### src/verilog/move_timing_cfg.svh
`ifndef MOVE_TIMING_CFG_SVH
`define MOVE_TIMING_CFG_SVH

// extended data page reset value
`define XPAGE_RESET 8'h01
// width of the wait-state count
`define WAIT_W 4
// width of a state count
`define STATE_W 8
// penalty for an i/o port and for a peripheral register operand
`define PORT_EXTRA 8'h01
`define PERIPH_EXTRA 8'h02

`endif

### src/verilog/move_timing_pkg.sv
package move_timing_pkg;

    // instruction form selected by the decoder
    typedef enum logic [5:0] {
        MV_A_BNK = 6'h00,
        MV_A_D8 = 6'h01,
        MV_A_IND = 6'h02,
        MV_A_IMM = 6'h03,
        MV_BNK_A = 6'h04,
        MV_BNK_D8 = 6'h05,
        MV_BNK_IMM = 6'h06,
        MV_D8_A = 6'h07,
        MV_D8_BNK = 6'h08,
        MV_D8_D8 = 6'h09,
        MV_D8_IND = 6'h0A,
        MV_D8_IMM = 6'h0B,
        MV_IND_A = 6'h0C,
        MV_IND_D8 = 6'h0D,
        MV_IND_IMM = 6'h0E,
        MV_PTR16_IMM16 = 6'h0F,
        MV_BYT_BYT = 6'h10,
        MV_WR_WR = 6'h11,
        MV_DR_DR = 6'h12,
        MV_BYT_IMM = 6'h13,
        MV_WR_IMM16 = 6'h14,
        MV_DR_IMM0 = 6'h15,
        MV_DR_IMM1 = 6'h16,
        MV_BYT_D8 = 6'h17,
        MV_WR_D8 = 6'h18,
        MV_DR_D8 = 6'h19,
        MV_BYT_D16 = 6'h1A,
        MV_WR_D16 = 6'h1B,
        MV_DR_D16 = 6'h1C,
        MV_BYT_IWR = 6'h1D,
        MV_BYT_IDR = 6'h1E,
        MV_WR_IWR = 6'h1F,
        MV_WR_IDR = 6'h20,
        MV_D8_BYT = 6'h21,
        MV_D8_WR = 6'h22,
        MV_D8_DR = 6'h23,
        MV_D16_BYT = 6'h24,
        MV_D16_WR = 6'h25,
        MV_D16_DR = 6'h26,
        MV_IWR_BYT = 6'h27,
        MV_IDR_BYT = 6'h28,
        MV_IWR_WR = 6'h29,
        MV_IDR_WR = 6'h2A,
        MV_BYT_IWRD = 6'h2B,
        MV_WR_IWRD = 6'h2C,
        MV_BYT_IDRD = 6'h2D,
        MV_WR_IDRD = 6'h2E,
        MV_IWRD_BYT = 6'h2F,
        MV_IWRD_WR = 6'h30,
        MV_IDRD_BYT = 6'h31,
        MV_IDRD_WR = 6'h32,
        MV_X_A_IND = 6'h33,
        MV_X_A_PTR16 = 6'h34,
        MV_X_IND_A = 6'h35,
        MV_X_PTR16_A = 6'h36
    } move_form_t;

    // kind of location a direct operand resolves to
    typedef enum logic [1:0] {
        LOC_RAM = 2'h0,
        LOC_PORT = 2'h1,
        LOC_PERIPH = 2'h2
    } dir_loc_t;

    // external penalty class
    typedef enum logic [2:0] {
        XP_NONE = 3'h0,
        XP_N1 = 3'h1,
        XP_N2 = 3'h2,
        XP_WORD = 3'h3,
        XP_DWORD = 3'h4
    } ext_pen_t;

    // sequencer states, one-hot
    typedef enum logic [2:0] {
        ST_IDLE = 3'b001,
        ST_RUN = 3'b010,
        ST_DONE = 3'b100
    } seq_state_t;

endpackage : move_timing_pkg

### src/verilog/move_cost_table.sv
`timescale 1ns/1ns
`include "move_timing_cfg.svh"

// base byte and state counts per form, both opcode-map modes
module move_cost_table
    import move_timing_pkg::*;
(
    input wire move_form_t form_i,
    input wire logic source_mode_i,
    output logic [2:0] bytes_o,
    output logic [`STATE_W-1:0] states_o,
    output logic [1:0] dir_ops_o,
    output ext_pen_t ext_pen_o
);
    logic [2:0] bb;
    logic [2:0] sb;
    logic [3:0] bs;
    logic [3:0] ss;

    // {binary bytes, binary states, source bytes, source states}
    always_comb begin
        dir_ops_o = 2'h0;
        ext_pen_o = XP_NONE;
        case (form_i)
            MV_A_BNK: {bb, bs, sb, ss} = {3'd1, 4'd1, 3'd2, 4'd2};
            MV_A_D8: begin
                {bb, bs, sb, ss} = {3'd2, 4'd1, 3'd2, 4'd1};
                dir_ops_o = 2'h1;
            end
            MV_A_IND: {bb, bs, sb, ss} = {3'd1, 4'd2, 3'd2, 4'd3};
            MV_A_IMM: {bb, bs, sb, ss} = {3'd2, 4'd1, 3'd2, 4'd1};
            MV_BNK_A: {bb, bs, sb, ss} = {3'd1, 4'd1, 3'd2, 4'd2};
            MV_BNK_D8: begin
                {bb, bs, sb, ss} = {3'd2, 4'd1, 3'd3, 4'd2};
                dir_ops_o = 2'h1;
            end
            MV_BNK_IMM: {bb, bs, sb, ss} = {3'd2, 4'd1, 3'd3, 4'd2};
            MV_D8_A: begin
                {bb, bs, sb, ss} = {3'd2, 4'd2, 3'd2, 4'd2};
                dir_ops_o = 2'h1;
            end
            MV_D8_BNK: begin
                {bb, bs, sb, ss} = {3'd2, 4'd2, 3'd3, 4'd3};
                dir_ops_o = 2'h1;
            end
            MV_D8_D8: begin
                {bb, bs, sb, ss} = {3'd3, 4'd3, 3'd3, 4'd3};
                dir_ops_o = 2'h2;
            end
            MV_D8_IND: begin
                {bb, bs, sb, ss} = {3'd2, 4'd3, 3'd3, 4'd4};
                dir_ops_o = 2'h1;
            end
            MV_D8_IMM: begin
                {bb, bs, sb, ss} = {3'd3, 4'd3, 3'd3, 4'd3};
                dir_ops_o = 2'h1;
            end
            MV_IND_A: {bb, bs, sb, ss} = {3'd1, 4'd3, 3'd2, 4'd4};
            MV_IND_D8: begin
                {bb, bs, sb, ss} = {3'd2, 4'd3, 3'd3, 4'd4};
                dir_ops_o = 2'h1;
            end
            MV_IND_IMM: {bb, bs, sb, ss} = {3'd2, 4'd3, 3'd3, 4'd4};
            MV_PTR16_IMM16: {bb, bs, sb, ss} = {3'd3, 4'd2, 3'd3, 4'd2};
            MV_BYT_BYT: {bb, bs, sb, ss} = {3'd3, 4'd2, 3'd2, 4'd1};
            MV_WR_WR: {bb, bs, sb, ss} = {3'd3, 4'd2, 3'd2, 4'd1};
            MV_DR_DR: {bb, bs, sb, ss} = {3'd3, 4'd3, 3'd2, 4'd2};
            MV_BYT_IMM: {bb, bs, sb, ss} = {3'd4, 4'd3, 3'd3, 4'd2};
            MV_WR_IMM16: {bb, bs, sb, ss} = {3'd5, 4'd3, 3'd4, 4'd2};
            MV_DR_IMM0, MV_DR_IMM1: {bb, bs, sb, ss} = {3'd5, 4'd5, 3'd4, 4'd4};
            MV_BYT_D8: begin
                {bb, bs, sb, ss} = {3'd4, 4'd3, 3'd3, 4'd2};
                dir_ops_o = 2'h1;
            end
            MV_WR_D8: {bb, bs, sb, ss} = {3'd4, 4'd4, 3'd3, 4'd3};
            MV_DR_D8: {bb, bs, sb, ss} = {3'd4, 4'd6, 3'd3, 4'd5};
            MV_BYT_D16: begin
                {bb, bs, sb, ss} = {3'd5, 4'd3, 3'd4, 4'd2};
                ext_pen_o = XP_N2;
            end
            MV_WR_D16: begin
                {bb, bs, sb, ss} = {3'd5, 4'd4, 3'd4, 4'd3};
                ext_pen_o = XP_WORD;
            end
            MV_DR_D16: begin
                {bb, bs, sb, ss} = {3'd5, 4'd6, 3'd4, 4'd5};
                ext_pen_o = XP_DWORD;
            end
            MV_BYT_IWR: begin
                {bb, bs, sb, ss} = {3'd4, 4'd3, 3'd3, 4'd2};
                ext_pen_o = XP_N2;
            end
            MV_BYT_IDR: begin
                {bb, bs, sb, ss} = {3'd4, 4'd4, 3'd3, 4'd3};
                ext_pen_o = XP_N2;
            end
            MV_WR_IWR: begin
                {bb, bs, sb, ss} = {3'd4, 4'd4, 3'd3, 4'd3};
                ext_pen_o = XP_WORD;
            end
            MV_WR_IDR: begin
                {bb, bs, sb, ss} = {3'd4, 4'd5, 3'd3, 4'd4};
                ext_pen_o = XP_WORD;
            end
            MV_D8_BYT: begin
                {bb, bs, sb, ss} = {3'd4, 4'd4, 3'd3, 4'd3};
                dir_ops_o = 2'h1;
            end
            MV_D8_WR: {bb, bs, sb, ss} = {3'd4, 4'd5, 3'd3, 4'd4};
            MV_D8_DR: {bb, bs, sb, ss} = {3'd4, 4'd7, 3'd3, 4'd6};
            MV_D16_BYT: begin
                {bb, bs, sb, ss} = {3'd5, 4'd4, 3'd4, 4'd3};
                ext_pen_o = XP_N2;
            end
            MV_D16_WR: begin
                {bb, bs, sb, ss} = {3'd5, 4'd5, 3'd4, 4'd4};
                ext_pen_o = XP_WORD;
            end
            MV_D16_DR: begin
                {bb, bs, sb, ss} = {3'd5, 4'd7, 3'd4, 4'd6};
                ext_pen_o = XP_DWORD;
            end
            MV_IWR_BYT: begin
                {bb, bs, sb, ss} = {3'd4, 4'd4, 3'd3, 4'd3};
                ext_pen_o = XP_N2;
            end
            MV_IDR_BYT: begin
                {bb, bs, sb, ss} = {3'd4, 4'd5, 3'd3, 4'd4};
                ext_pen_o = XP_N2;
            end
            MV_IWR_WR: begin
                {bb, bs, sb, ss} = {3'd4, 4'd5, 3'd3, 4'd4};
                ext_pen_o = XP_WORD;
            end
            MV_IDR_WR: begin
                {bb, bs, sb, ss} = {3'd4, 4'd6, 3'd3, 4'd5};
                ext_pen_o = XP_WORD;
            end
            MV_BYT_IWRD, MV_IWRD_BYT: begin
                {bb, bs, sb, ss} = {3'd5, 4'd6, 3'd4, 4'd5};
                ext_pen_o = XP_N2;
            end
            MV_WR_IWRD, MV_IWRD_WR: begin
                {bb, bs, sb, ss} = {3'd5, 4'd7, 3'd4, 4'd6};
                ext_pen_o = XP_WORD;
            end
            MV_BYT_IDRD, MV_IDRD_BYT: begin
                {bb, bs, sb, ss} = {3'd5, 4'd7, 3'd4, 4'd6};
                ext_pen_o = XP_N2;
            end
            MV_WR_IDRD, MV_IDRD_WR: begin
                {bb, bs, sb, ss} = {3'd5, 4'd8, 3'd4, 4'd7};
                ext_pen_o = XP_WORD;
            end
            MV_X_A_IND: {bb, bs, sb, ss} = {3'd1, 4'd4, 3'd1, 4'd5};
            // the external load pays one state more per access than the store
            MV_X_A_PTR16: begin
                {bb, bs, sb, ss} = {3'd1, 4'd3, 3'd1, 4'd3};
                ext_pen_o = XP_N2;
            end
            MV_X_IND_A: {bb, bs, sb, ss} = {3'd1, 4'd4, 3'd1, 4'd4};
            MV_X_PTR16_A: begin
                {bb, bs, sb, ss} = {3'd1, 4'd4, 3'd1, 4'd4};
                ext_pen_o = XP_N1;
            end
            default: {bb, bs, sb, ss} = {3'd1, 4'd1, 3'd1, 4'd1};
        endcase
    end

    // mode picks the escape-prefixed or plain encoding
    assign bytes_o = source_mode_i ? sb : bb;
    assign states_o = {4'h0, (source_mode_i ? ss : bs)};

endmodule : move_cost_table

### src/verilog/move_instruction_timing.sv
`timescale 1ns/1ns
`include "move_timing_cfg.svh"

module move_instruction_timing
    import move_timing_pkg::*;
#(
    parameter int WAIT_W = `WAIT_W
) (
    input wire logic clock_i,
    input wire logic rst_n_i,
    input wire logic start_i,
    input wire move_form_t form_i,
    input wire logic source_mode_i,
    input wire dir_loc_t dir_loc_a_i,
    input wire dir_loc_t dir_loc_b_i,
    input wire logic ext_access_i,
    input wire logic [WAIT_W-1:0] wait_states_i,
    input wire logic [15:0] imm16_i,
    input wire logic page_wr_i,
    input wire logic [7:0] page_data_i,
    input wire logic [15:0] data_pointer_16_i,
    output logic busy_o,
    output logic done_o,
    output logic [2:0] inst_bytes_o,
    output logic [`STATE_W-1:0] inst_states_o,
    output logic [31:0] dword_imm_o,
    output logic [7:0] ext_data_page_reg_o,
    output logic [23:0] ext_addr_o
);
    logic [2:0] base_bytes;
    logic [`STATE_W-1:0] base_states;
    logic [1:0] dir_ops;
    ext_pen_t ext_pen;
    logic [`STATE_W-1:0] dir_pen;
    logic [`STATE_W-1:0] ext_add;
    logic [`STATE_W-1:0] n_w;
    logic [`STATE_W-1:0] total_d;
    logic [`STATE_W-1:0] total_q;
    logic [`STATE_W-1:0] count_q;
    logic [2:0] bytes_q;
    logic [31:0] dword_q;
    logic [7:0] page_q;
    seq_state_t state_q;

    move_cost_table u_cost (
        .form_i(form_i),
        .source_mode_i(source_mode_i),
        .bytes_o(base_bytes),
        .states_o(base_states),
        .dir_ops_o(dir_ops),
        .ext_pen_o(ext_pen)
    );

    // penalty for one direct operand by location kind
    function automatic logic [`STATE_W-1:0] loc_pen(input dir_loc_t loc);
        case (loc)
            LOC_PORT: loc_pen = `PORT_EXTRA;
            LOC_PERIPH: loc_pen = `PERIPH_EXTRA;
            default: loc_pen = '0;
        endcase
    endfunction : loc_pen

    // each direct operand is charged on its own, except in the word and dword D8 forms, the second only for direct-to-direct
    always_comb begin
        dir_pen = '0;
        if (dir_ops != 2'h0) begin
            dir_pen = loc_pen(dir_loc_a_i);
        end
        if (dir_ops == 2'h2) begin
            dir_pen = dir_pen + loc_pen(dir_loc_b_i);
        end
    end

    assign n_w = `STATE_W'(wait_states_i);

    // wait-state penalty only when the access really leaves the chip
    always_comb begin
        ext_add = '0;
        if (ext_access_i) begin
            case (ext_pen)
                XP_N1: ext_add = n_w + `STATE_W'(1);
                XP_N2: ext_add = n_w + `STATE_W'(2);
                XP_WORD: ext_add = `STATE_W'((n_w + `STATE_W'(1)) << 1);
                XP_DWORD: ext_add = `STATE_W'((n_w + `STATE_W'(2)) << 2);
                default: ext_add = '0;
            endcase
        end
    end

    assign total_d = base_states + dir_pen + ext_add;

    // sequencer: counts the charged states, done pulses on the last one
    always_ff @(posedge clock_i) begin
        if (!rst_n_i) begin
            state_q <= ST_IDLE;
            count_q <= '0;
        end else begin
            case (state_q)
                ST_IDLE: begin
                    if (start_i) begin
                        count_q <= total_d - `STATE_W'(1);
                        state_q <= (total_d == `STATE_W'(1)) ? ST_DONE : ST_RUN;
                    end
                end
                ST_RUN: begin
                    count_q <= count_q - `STATE_W'(1);
                    if (count_q == `STATE_W'(1)) begin
                        state_q <= ST_DONE;
                    end
                end
                ST_DONE: begin
                    count_q <= '0;
                    state_q <= ST_IDLE;
                end
                default: state_q <= ST_IDLE;
            endcase
        end
    end

    // latch lengths and immediate result at start; held until the next start
    always_ff @(posedge clock_i) begin
        if (!rst_n_i) begin
            bytes_q <= '0;
            total_q <= '0;
            dword_q <= '0;
        end else if (start_i && state_q == ST_IDLE) begin
            bytes_q <= base_bytes;
            total_q <= total_d;
            if (form_i == MV_DR_IMM1) begin
                dword_q <= {16'hFFFF, imm16_i};
            end else begin
                dword_q <= {16'h0000, imm16_i};
            end
        end
    end

    // external page register; software-side writes come in through page_wr_i
    always_ff @(posedge clock_i) begin
        if (!rst_n_i) begin
            page_q <= `XPAGE_RESET;
        end else if (page_wr_i) begin
            page_q <= page_data_i;
        end
    end

    assign busy_o = (state_q != ST_IDLE);
    assign done_o = (state_q == ST_DONE);
    assign inst_bytes_o = bytes_q;
    assign inst_states_o = total_q;
    assign dword_imm_o = dword_q;
    assign ext_data_page_reg_o = page_q;
    // upper address region comes from the page register
    assign ext_addr_o = {page_q, data_pointer_16_i};

endmodule : move_instruction_timing

### config.mk
export PLATFORM = sky130hd
export DESIGN_NAME = move_instruction_timing
export DESIGN_NICKNAME = d
export VERILOG_FILES = /design/src/verilog/move_timing_pkg.sv /design/src/verilog/move_cost_table.sv /design/src/verilog/move_instruction_timing.sv
export VERILOG_INCLUDE_DIRS = /design/src /design/src/verilog
export SDC_FILE = /design/constraint.sdc
export NUM_CORES = 1
export LEC_CHECK = 0
export BUFFER_PORTS_ARGS = -buffer_cell sky130_fd_sc_hd__clkbuf_2
export CORE_MARGIN = 2
export CORE_UTILIZATION = 40
export CTS_BUF_LIST = sky130_fd_sc_hd__clkbuf_4 sky130_fd_sc_hd__clkbuf_8
export DETAILED_ROUTE_END_ITERATION = 10
export HOLD_SLACK_MARGIN = 0.02
export PLACE_DENSITY = 0.66
export SKIP_CTS_REPAIR_TIMING = 1
export SYNTH_ARGS = -nofsm -noshare
export SYNTH_HDL_FRONTEND = slang
export SYNTH_SLANG_ARGS = --single-unit
### constraint.sdc
create_clock -name clock_i -period 7.4 [get_ports clock_i]
set_clock_uncertainty 0.2 [all_clocks]
set_input_delay 1.85 -clock clock_i [delete_from_list [all_inputs] [get_ports clock_i]]
set_output_delay 1.85 -clock clock_i [all_outputs]
set_load 0.1 [all_outputs]
---- Yosys cells after proc, flatten, opt, wreduce, memory -nomap -nowiden ----
Index checks and enable logic that the tools add are counted.
operators by class
  muxes and demuxes ....................... 22
  reductions and logical operators ........ 27
  equality and inequality tests ........... 71
  add/subtract/negate cells ............... 7
operator list
  operator                                                                count
  6-bit equality test (second input constant)                             23
  6-bit by 5-bit equality test with 1-bit output (second input constant)  16
  6-bit by 4-bit equality test with 1-bit output (second input constant)  8
  32-bit 2-to-1 mux                                                       1
  8-bit 2-to-1 mux                                                        4
  10-bit OR reduction                                                     3
  4-bit one-hot mux with 7 select lines                                   1
  7-bit one-hot mux with 4 select lines                                   1
  13-bit OR reduction                                                     2
  6-bit by 3-bit equality test with 1-bit output (second input constant)  4
  3-bit one-hot mux with 4 select lines                                   2
  8-bit one-hot mux with 3 select lines                                   1
  12-bit OR reduction                                                     2
  24-bit OR reduction                                                     1
  6-bit OR reduction                                                      4
  3-bit one-hot mux with 6 select lines                                   1
  9-bit OR reduction                                                      2
  17-bit OR reduction                                                     1
  8-bit adder                                                             2
  8-bit by 1-bit equality test with 1-bit output (second input constant)  2
  8-bit by 1-bit subtractor with 8-bit output (second input constant)     2
  15-bit OR reduction                                                     1
  6-bit by 2-bit equality test with 1-bit output (second input constant)  2
  3-bit 2-to-1 mux                                                        4
  other kinds (25)                                                        37
storage, ports and cells
  input port bits ......................... 60
  logic and storage cells ................. 133
  output and inout bits ................... 77
  register bits ........................... 62

---- Depth between registers and ports, before layout ----
Gate-level depths: netlist of the first run.
  depth in word-level cells ............... 13
  depth in mapped cells ................... 22

---- By module ----
From an unflattened synthesis of the first run, not the netlist that was laid out.
second synthesis, totals
  cell total of the unflattened synthesis .. 618
  area, all modules ....................... 4,556.9 um^2
by module, submodules not included
  module                   instances  cells each  sequential area each (um^2)  area an instance (um^2)
  move_instruction_timing  1          413         940.9                        3,320.7
  move_cost_table          1          205         0.0                          1,236.2

---- Least setup slack after synthesis of the first run ----
No wires, ideal clock.
  kind .................................... input-to-reg
  from .................................... input form_i[0]
  to ...................................... register count_q[6]
  setup slack ............................. 0.559 ns
  arrival time ............................ 6.565 ns
  cell stages on the path ................. 20
  path buffers ............................ 3
  path through ............................ buf_2 > clkbuf_1 > buf_1 > o22ai_1 > a22oi_1 > a2bb2oi_1 > a21oi_1 > ha_1 > fa_1 > nand2_1 > o21ai_0 > fa_1 > ha_1 > fa_1 > a21o_1 > a21oi_1 > xor2_1 > xnor2_1 > or4b_1 > a41oi_2
on the way
  word-level cells in the longest chain between the ends .. 12
  elaborated cells between the ends (all ways) .. 90
  classes of those cells .................. add/sub: 4; eq/ne: 58; mux: 11; reduce/logical: 17
RTL lines
  what                                                                          line                            text
  from (decl)                                                                   move_instruction_timing.sv:12   input wire move_form_t form_i,
  6-bit by 1-bit equality test with 1-bit output, or another cell as far along  move_cost_table.sv:24           case (form_i)
  9-bit OR reduction (no source line)                                           -
  2-bit one-hot mux with 2 select lines                                         move_cost_table.sv:24
  2-bit nonzero test                                                            move_instruction_timing.sv:66   if (dir_ops != 2'h0) begin
  8-bit 2-to-1 mux                                                              move_instruction_timing.sv:66
  8-bit adder                                                                   move_instruction_timing.sv:70   dir_pen = dir_pen + loc_pen(dir_loc_b_i);
  8-bit 2-to-1 mux                                                              move_instruction_timing.sv:69   if (dir_ops == 2'h2) begin
  4-bit by 8-bit adder with 8-bit output                                        move_instruction_timing.sv:90   assign total_d = base_states + dir_pen + ext_add;
  8-bit adder *                                                                 move_instruction_timing.sv:90
  8-bit by 1-bit subtractor with 8-bit output *                                 move_instruction_timing.sv:101  count_q <= total_d - `STATE_W'(1);
  8-bit 2-to-1 mux *                                                            move_instruction_timing.sv:100  if (start_i) begin
  8-bit one-hot mux with 3 select lines *                                       move_instruction_timing.sv:98   case (state_q)
  to (signal assigned)                                                          move_instruction_timing.sv:101
  to (signal assigned)                                                          move_instruction_timing.sv:106  count_q <= count_q - `STATE_W'(1);
  to (decl)                                                                     move_instruction_timing.sv:39   logic [`STATE_W-1:0] count_q;
Mark *: on every way between the ends. The rest lies on a longest branch, timed or not. The select of a mux whose other input is x is not followed.
A chain may end at the register's enable or synchronous reset.

---- Worst setup path in the final report of the first run ----
  from .................................... input form_i[2]
  to ...................................... register count_q[6]
Same word-level chain as after synthesis.

==> key figures, run 1 <==
Global routing
  • Global-route wire length before repair: 19400 microns
  • Pin count of the biggest net entering global routing: between 40 and 50
  • GRT overflow: 0
  • GRT Total Usage: 20.7%
  • Initial antenna violation count: 0
  • Number of global-route vias before repair: 3919

Power and ir drop
  • Pleak: 0.00206 uW
  • Power density cells: approximately 200 nW/um^2
  • Max VDD drop: between 0.00009 and 0.0001 V
  • Overall Power: around 900 uW
  • Flop pwr share: between 30 and 40%
  • Internal Power: ~500 uW
  • Sw frac: 46.4%
  • Comb power frac: 45.9%
  • Clock power share: 21.2%
  • Psw: 422 uW

Logic synthesis
  • Post-Syn Area: between 4000 and 5000 sq um
  • Fraction of registers with async set/reset: 0%
  • Post-synth top area share: 22.5%
  • Number of synthesis warnings: 0
  • Post-synth EDFFs: 0
  • Yosys reg bits: 47
  • Post-synthesis cell count: 566
  • Prevailing post-synth register cell: dfxtp_1
  • Unique cell type count in the Yosys netlist: 74
  • Sequential share of the synthesized area: 22.5%
  • Synth area leaders: dfxtp_1, nand2_1, buf_4, o21ai_0, a21boi_0
  • Synth Net Count: 643
  • Avg Cell Area, Syn: 7.38 sq um
  • Synth area leader: dfxtp_1

Finish
  • Post-layout util: a little under half
  • Diodes inserted: 0
  • Area Overhead vs Synth: 10.7%
  • Most common cell after layout, fill and taps aside: clkbuf_2
  • Share of cells above drive strength 1: around a fifth
  • Finished Layout Cells: 749
  • Net count, final: 689
  • Commonest non-fill, non-tap cells in the layout: clkbuf_2, nand2_1, dfxtp_1

STA
  • Final Cycle Share: 87.8%
  • Fmax achieved: about 150 MHz
  • Final Hold Viols: 0
  • Slew @ Worst Pin: 1.03 ns
  • Final setup violating endpoints: 0
  • Setup TNS: 0 ns
  • Rel. slew slack: 31.1%
  • RSZ-0062 raised after global routing: no
  • Slew Viols, Final: 0
  • Crit path time final: between 6 and 7 ns

Detailed routing
  • WL final: 11800 microns
  • Via count: 4335
  • Post-DRT Antenna Nets: 0
  • Vias per cell: slightly below 6
  • Number of DRC markers in iteration 0: between 400 and 500
  • WL/cell: 15.8 microns
  • First-pass DRT Iterations: 5
  • DRC violations left: 0

Place
  • GPL Wtd Cong: 0.996
  • I/O Buffers: 104
  • Detailed placement HPWL: 8800 microns
  • Dpl cells: 741

Clocking
  • CTS H-Tree Depth: 2
  • Root buf cell: clkbuf_8
  • CTS Buf Count: 5
  • TritonCTS clock tree: built
  • Clock-pin slew on the worst setup and hold paths: 0.10 ns
  • CTS sink count: 47
  • Clk_lat worst skew: 0.30 ns
  • Longest Clk Path Bufs: 2

Worst setup path
  • Worst-path maximum fanout: 9
  • Worst Path Arrival: 6.53 ns
  • Slowest Stage Delay on Critical Path: 0.52 ns
  • Slowest stage cell, crit path: or4b_1
  • CP delay by family, top: adder cells
  • Cell count along the critical path: 20
  • Cell mode on critical path: fa_1
  • CP Class: in -> reg
  • CP bufs+invs: 2
  • Type of origin of the critical path: input pin
  • Worst setup EP type: flop
  • R2R depth: 5
  • CP Cell Sequence: clkbuf_2 -> inv_1 -> nand2_1 -> o22ai_1 -> a22oi_1 -> a2bb2oi_1 -> a21oi_1 -> ha_1 -> fa_1 -> nand2_1 -> o21ai_0 -> fa_1 -> ha_1 -> fa_1 -> a21o_1 -> a21oi_1 -> xor2_1 -> xnor2_1 -> or4b_1 -> a41oi_2
  • Required time of the critical path: 7.43 ns

Floorplanning
  • Die Y: ~110 microns
  • Full die area: 11300 sq um
  • Die width: 106 microns
  • Initial core utilization: 40.8%
  • Floorplan Core Area: 10200 sq um
  • # rows: 37
  • Top Ports: 137

Outcome
  • Status: finished, final reports clean

Min path
  • WHS Path Cells: 2
  • Worst hold path type: reg -> reg

Run
  • MaxCap Viol Count: 0
-- final timing paths --
path / startpoint / endpoint / slack (ns)
setup / recovery: form_i[2] / count_q[6] / 0.90
hold / removal: inst_states_o[1] / inst_states_o[1] / 0.27
setup reg to reg: state_q[0] / dword_imm_o[30] / 4.70
hold reg to reg: inst_states_o[1] / inst_states_o[1] / 0.27
-- synthesized netlist by cell type (all sizes together), types with 3 or more instances --
library cell and n:
nand2 93, buf 48, dfxtp 47, o21ai 39, nor2 29, clkbuf 27, a21oi 26, a21boi 22
inv 18, nor2b 18, nor3 14, ha 12, nand2b 10, a22oi 9, mux2i 9, xnor2 9
and2 8, nand3 7, xor2 7, a31oi 6, nor4 6, o21a 6, o22ai 6, a221oi 5
and3 5, fa 5, a21o 4, a222oi 4, o221ai 4, nand3b 3, nor3b 3, o211a 3
o211ai 3, o21bai 3, o311a 3, o31ai 3, o41ai 3
-- tightest hold or removal path, cell delays in order, from the launching register on --
cell and delay [ns]:
dfxtp_1 0.32, nand2_1 0.05, a21boi_0 0.06
-- logic make-up (layout without fill, tap and decap cells) --
family | after synthesis | count (layout) | synth area share [%]
AOI/OAI and AO/OA | 176 | 176 | 29.9
xor gates and xnor gates | 16 | 16 | 3.36
adders and majority gates | 17 | 17 | 5.99
buffers and inverters | 94 | 141 | 12.1
DFF | 47 | 47 | 22.5
muxes | 9 | 9 | 2.16
and+or+nand+nor | 207 | 207 | 24.0
-- sequential cells by signal (all words and copies together) (netlist names) --
| register | count |
|---|---|
| count_q | 8 |
| inst_bytes_o | 3 |
| inst_states_o | 8 |
| dword_imm_o | 17 |
| ext_data_page_reg_o | 8 |
| state_q | 3 |
-- through the flow --
stage                     instance area (sq um)  worst slack, ns  hold WS, ns
after floorplan                            4180            0.559        0.249
after global placement                     4510            0.819        0.245
after detailed placement                   4510            0.641        0.248
after CTS                                  4620            0.949        0.276
after global routing                       4620            0.536        0.285
final                                      4620            0.900        0.274
-- layout make-up --
class	count	area, sq um
repair buffers	114	596
flip-flops and latches	47	941
clock buffers	5	68.8
clock inverters	3	46.3
well taps	136	170
inverters	19	71.3
multi-input cells	425	2730
fillers	1017	5610
-- metal layers --
metal / wire, microns / global-route usage [%] / part of all wire (%)
met1: 5120 / 28.2 / 43
met2: 5360 / 32.8 / 45
met3: 1020 / 2.94 / 8.6
met4: 343 / 7.99 / 2.9
met5: 0 / 0 / 0
-- power groups by stage --
stage / combinational, uW / sequential [uW] / clock (uW)
2_1_floorplan: 260 / 418 / 0
3_3_place_gp: 410 / 303 / 0
3_5_place_dp: 413 / 304 / 0
4_1_cts: 415 / 299 / 198
5_1_grt: 450 / 303 / 209
6_report: 417 / 299 / 193
No activity file was read; power rests on OpenSTA's default activity.
==> inputs of run 2 (changes only) <==
--- a/config.mk
+++ b/config.mk
@@ -6,13 +6,14 @@
 export SDC_FILE = /design/constraint.sdc
 export NUM_CORES = 1
 export LEC_CHECK = 0
+export ABC_CLOCK_PERIOD_IN_PS = 7400
 export BUFFER_PORTS_ARGS = -buffer_cell sky130_fd_sc_hd__clkbuf_2
 export CORE_MARGIN = 2
-export CORE_UTILIZATION = 40
+export CORE_UTILIZATION = 30
 export CTS_BUF_LIST = sky130_fd_sc_hd__clkbuf_4 sky130_fd_sc_hd__clkbuf_8
 export DETAILED_ROUTE_END_ITERATION = 10
 export HOLD_SLACK_MARGIN = 0.02
-export PLACE_DENSITY = 0.66
+export RECOVER_POWER = 100
 export SKIP_CTS_REPAIR_TIMING = 1
 export SYNTH_ARGS = -nofsm -noshare
 export SYNTH_HDL_FRONTEND = slang
==> run 2 against run 1 <==
- the flow now finishes with violations (max-capacitance violations, max-slew violations)
- via count is 2.7% lower
- worst hold slack hardly changed
- die area is 32% higher
- critical path type unchanged
- non-clock buffer count is 4 higher
- sequential share of layout area hardly changed
- combinational power is 1% lower
- design area is 0.19% lower
==> key figures, run 2 (synthesis gave the netlist of run 1 again) <==
Outcome
  • Status: finished, violations left (was finished, final reports clean)
  • Failing checks: max-capacitance violations, max-slew violations

Detailed routing
  • WL/cell: 15.2 microns (was 15.8 microns)
  • Vias per cell: 5.29 (was 5.79)
  • WL final: 12100 microns (was 11800 microns)
  • Via count: 4219 (was 4335)
  • Number of DRC markers in iteration 0: 289 (was 439)
  • DRC violations left: 0 (unchanged)
  • First-pass DRT Iterations: 5 (unchanged)
  • Post-DRT Antenna Nets: 0 (unchanged)

Finish
  • Fillers: 1549 (was 1017)
  • Area Overhead vs Synth: 10.5% (was 10.7%)
  • Commonest non-fill, non-tap cells in the layout: nand2_1, clkbuf_1, dfxtp_1 (was clkbuf_2, nand2_1, dfxtp_1)
  • Design area: 4610 sq um (was 4620 sq um)
  • Post-layout util: 33.6% (was 45.2%)
  • Largest register FFs: 17 (unchanged)
  • Net count, final: 693 (was 689)
  • Diodes inserted: 0 (unchanged)
  • Most common cell after layout, fill and taps aside: nand2_1 (was clkbuf_2)
  • Share of cells above drive strength 1: 11.0% (was 21.2%)

Power and ir drop
  • Max VDD drop: 0.0000742 V (was 0.0000998 V)
  • Power density cells: 196 nW/um^2 (about the same)
  • Pleak: 0.00186 uW (was 0.00206 uW)
  • Overall Power: 905 uW (was 908 uW)

Worst setup path
  • Worst setup EP type: flop (unchanged)
  • Worst Path Arrival: 6.44 ns (was 6.53 ns)
  • R2R depth: 4 (was 5)
  • Required time of the critical path: 7.40 ns (was 7.43 ns)
  • Worst-path maximum fanout: 7 (was 9)
  • Type of origin of the critical path: input pin (unchanged)
  • CP Class: in -> reg (unchanged)

Clocking
  • Longest Clk Path Bufs: 2 (unchanged)
  • Clk_lat worst skew: 0.30 ns (about the same)
  • CTS sink count: 47 (unchanged)
  • TritonCTS clock tree: built (unchanged)
  • Root buf cell: clkbuf_8 (unchanged)
  • CTS Buf Count: 5 (unchanged)
  • CTS H-Tree Depth: 2 (unchanged)
  • Clock-pin slew on the worst setup and hold paths: 0.10 ns (about the same)

Place
  • Detailed placement HPWL: 8910 microns (was 8800 microns)
  • I/O Buffers: 104 (unchanged)
  • DP Area: 4590 sq um (was 4510 sq um)
  • GPL Wtd Cong: 0.909 (was 0.996)

Floorplanning
  • Die Y: 122 microns (was 106 microns)
  • Initial core utilization: 30.4% (was 40.8%)
  • # rows: 43 (was 37)
  • Top Ports: 137 (unchanged)
  • Die width: 122 microns (was 106 microns)
  • Floorplan Core Area: 13700 sq um (was 10200 sq um)
  • Full die area: 14900 sq um (was 11300 sq um)

Min path
  • Worst hold path type: reg -> reg (unchanged)
  • WHS Path Cells: 2 (unchanged)

STA
  • RSZ-0062 raised after global routing: no (unchanged)
  • Fmax achieved: 155 MHz (was 154 MHz)
  • Slew Viols, Final: 48 (was 0)
  • Setup TNS: 0 ns (unchanged)
  • Crit path time final: 6.44 ns (was 6.50 ns)
  • Final Hold Viols: 0 (unchanged)
  • Final setup violating endpoints: 0 (unchanged)
  • Final Cycle Share: 87.0% (was 87.8%)
  • Rel. slew slack: -17.1% (was 31.1%)
  • Slew @ Worst Pin: 1.76 ns (was 1.03 ns)

Run
  • MaxCap Viol Count: 1 (was 0)

Global routing
  • GRT Total Usage: 15.2% (was 20.7%)
  • Pin count of the biggest net entering global routing: 48 (unchanged)
  • Number of global-route vias before repair: 3554 (was 3919)
  • Global-route wire length before repair: 18500 microns (was 19400 microns)
  • GRT overflow: 0 (unchanged)
  • Initial antenna violation count: 0 (unchanged)
[run 2: cell count changes in the layout (fill, tap and decap cells not counted), sizes merged]
cell	change
clkbuf	+2
buf	+2
[run 2: power breakdown]
group          switching, uW  internal [uW]  total [uW]  leakage (uW)
combinational            311            103         413       0.00142
sequential              19.1            279         298      0.000386
clock                   91.6            102         193     0.0000548
total                    422            483         905       0.00186
[run 2: layout make-up]
type / count / area [sq um] / area share, %
inverter: 19 / 71.3 / 1.55
clock buffer: 5 / 68.8 / 1.49
sequential: 47 / 941 / 20.4
tap: 180 / 225 / 4.88
clock inverter: 3 / 46.3 / 1.00
multi-input combinational: 425 / 2720 / 59.0
timing repair buffer: 118 / 539 / 11.7
[run 2: worst paths after layout]
path                          from          endpoint  slack [ns]
hold / removal    inst_states_o[1]  inst_states_o[1]        0.27
hold reg to reg   inst_states_o[1]  inst_states_o[1]        0.27
setup / recovery         form_i[3]        state_q[1]        0.96
setup reg to reg        state_q[0]  inst_states_o[2]        4.99
[run 2: critical path, cell delays in order]
cell and delay (ns):
clkbuf_1 0.12, nand2b_1 0.29, or2_2 0.18, o21ai_0 0.08, a22oi_1 0.15, a2bb2oi_1 0.30
a21oi_1 0.11, ha_1 0.22, fa_1 0.48, nand2_1 0.04, o21ai_0 0.12, fa_1 0.45
ha_1 0.25, fa_1 0.40, a21o_1 0.19, a21oi_1 0.22, clkbuf_1 0.21, nand2_1 0.09
nor4b_1 0.42, o21ai_1 0.09, and2_1 0.17
[run 2: layer usage]
| metal | part of all wire, % | up-vias | track usage (%) | wire length [microns] |
|---|---|---|---|---|
| met3 | 9.0 | 23 | 2.48 | 1100 |
| met4 | 1.7 | 0 | 4.67 | 204 |
| met1 | 48 | 1889 | 22.0 | 5770 |
| li1 | - | 2103 | - | - |
| met5 | 0 | - | 0 | 0 |
| met2 | 42 | 204 | 23.1 | 5050 |
[run 2: stage by stage]
step	hold slack, ns	instances	setup slack, ns
2_1_floorplan	0.249	566	0.559
5_1_grt	0.301	797	0.471
6_report	0.274	797	0.964
4_1_cts	0.272	797	1.09
3_5_place_dp	0.258	789	0.767
3_3_place_gp	0.245	789	0.849
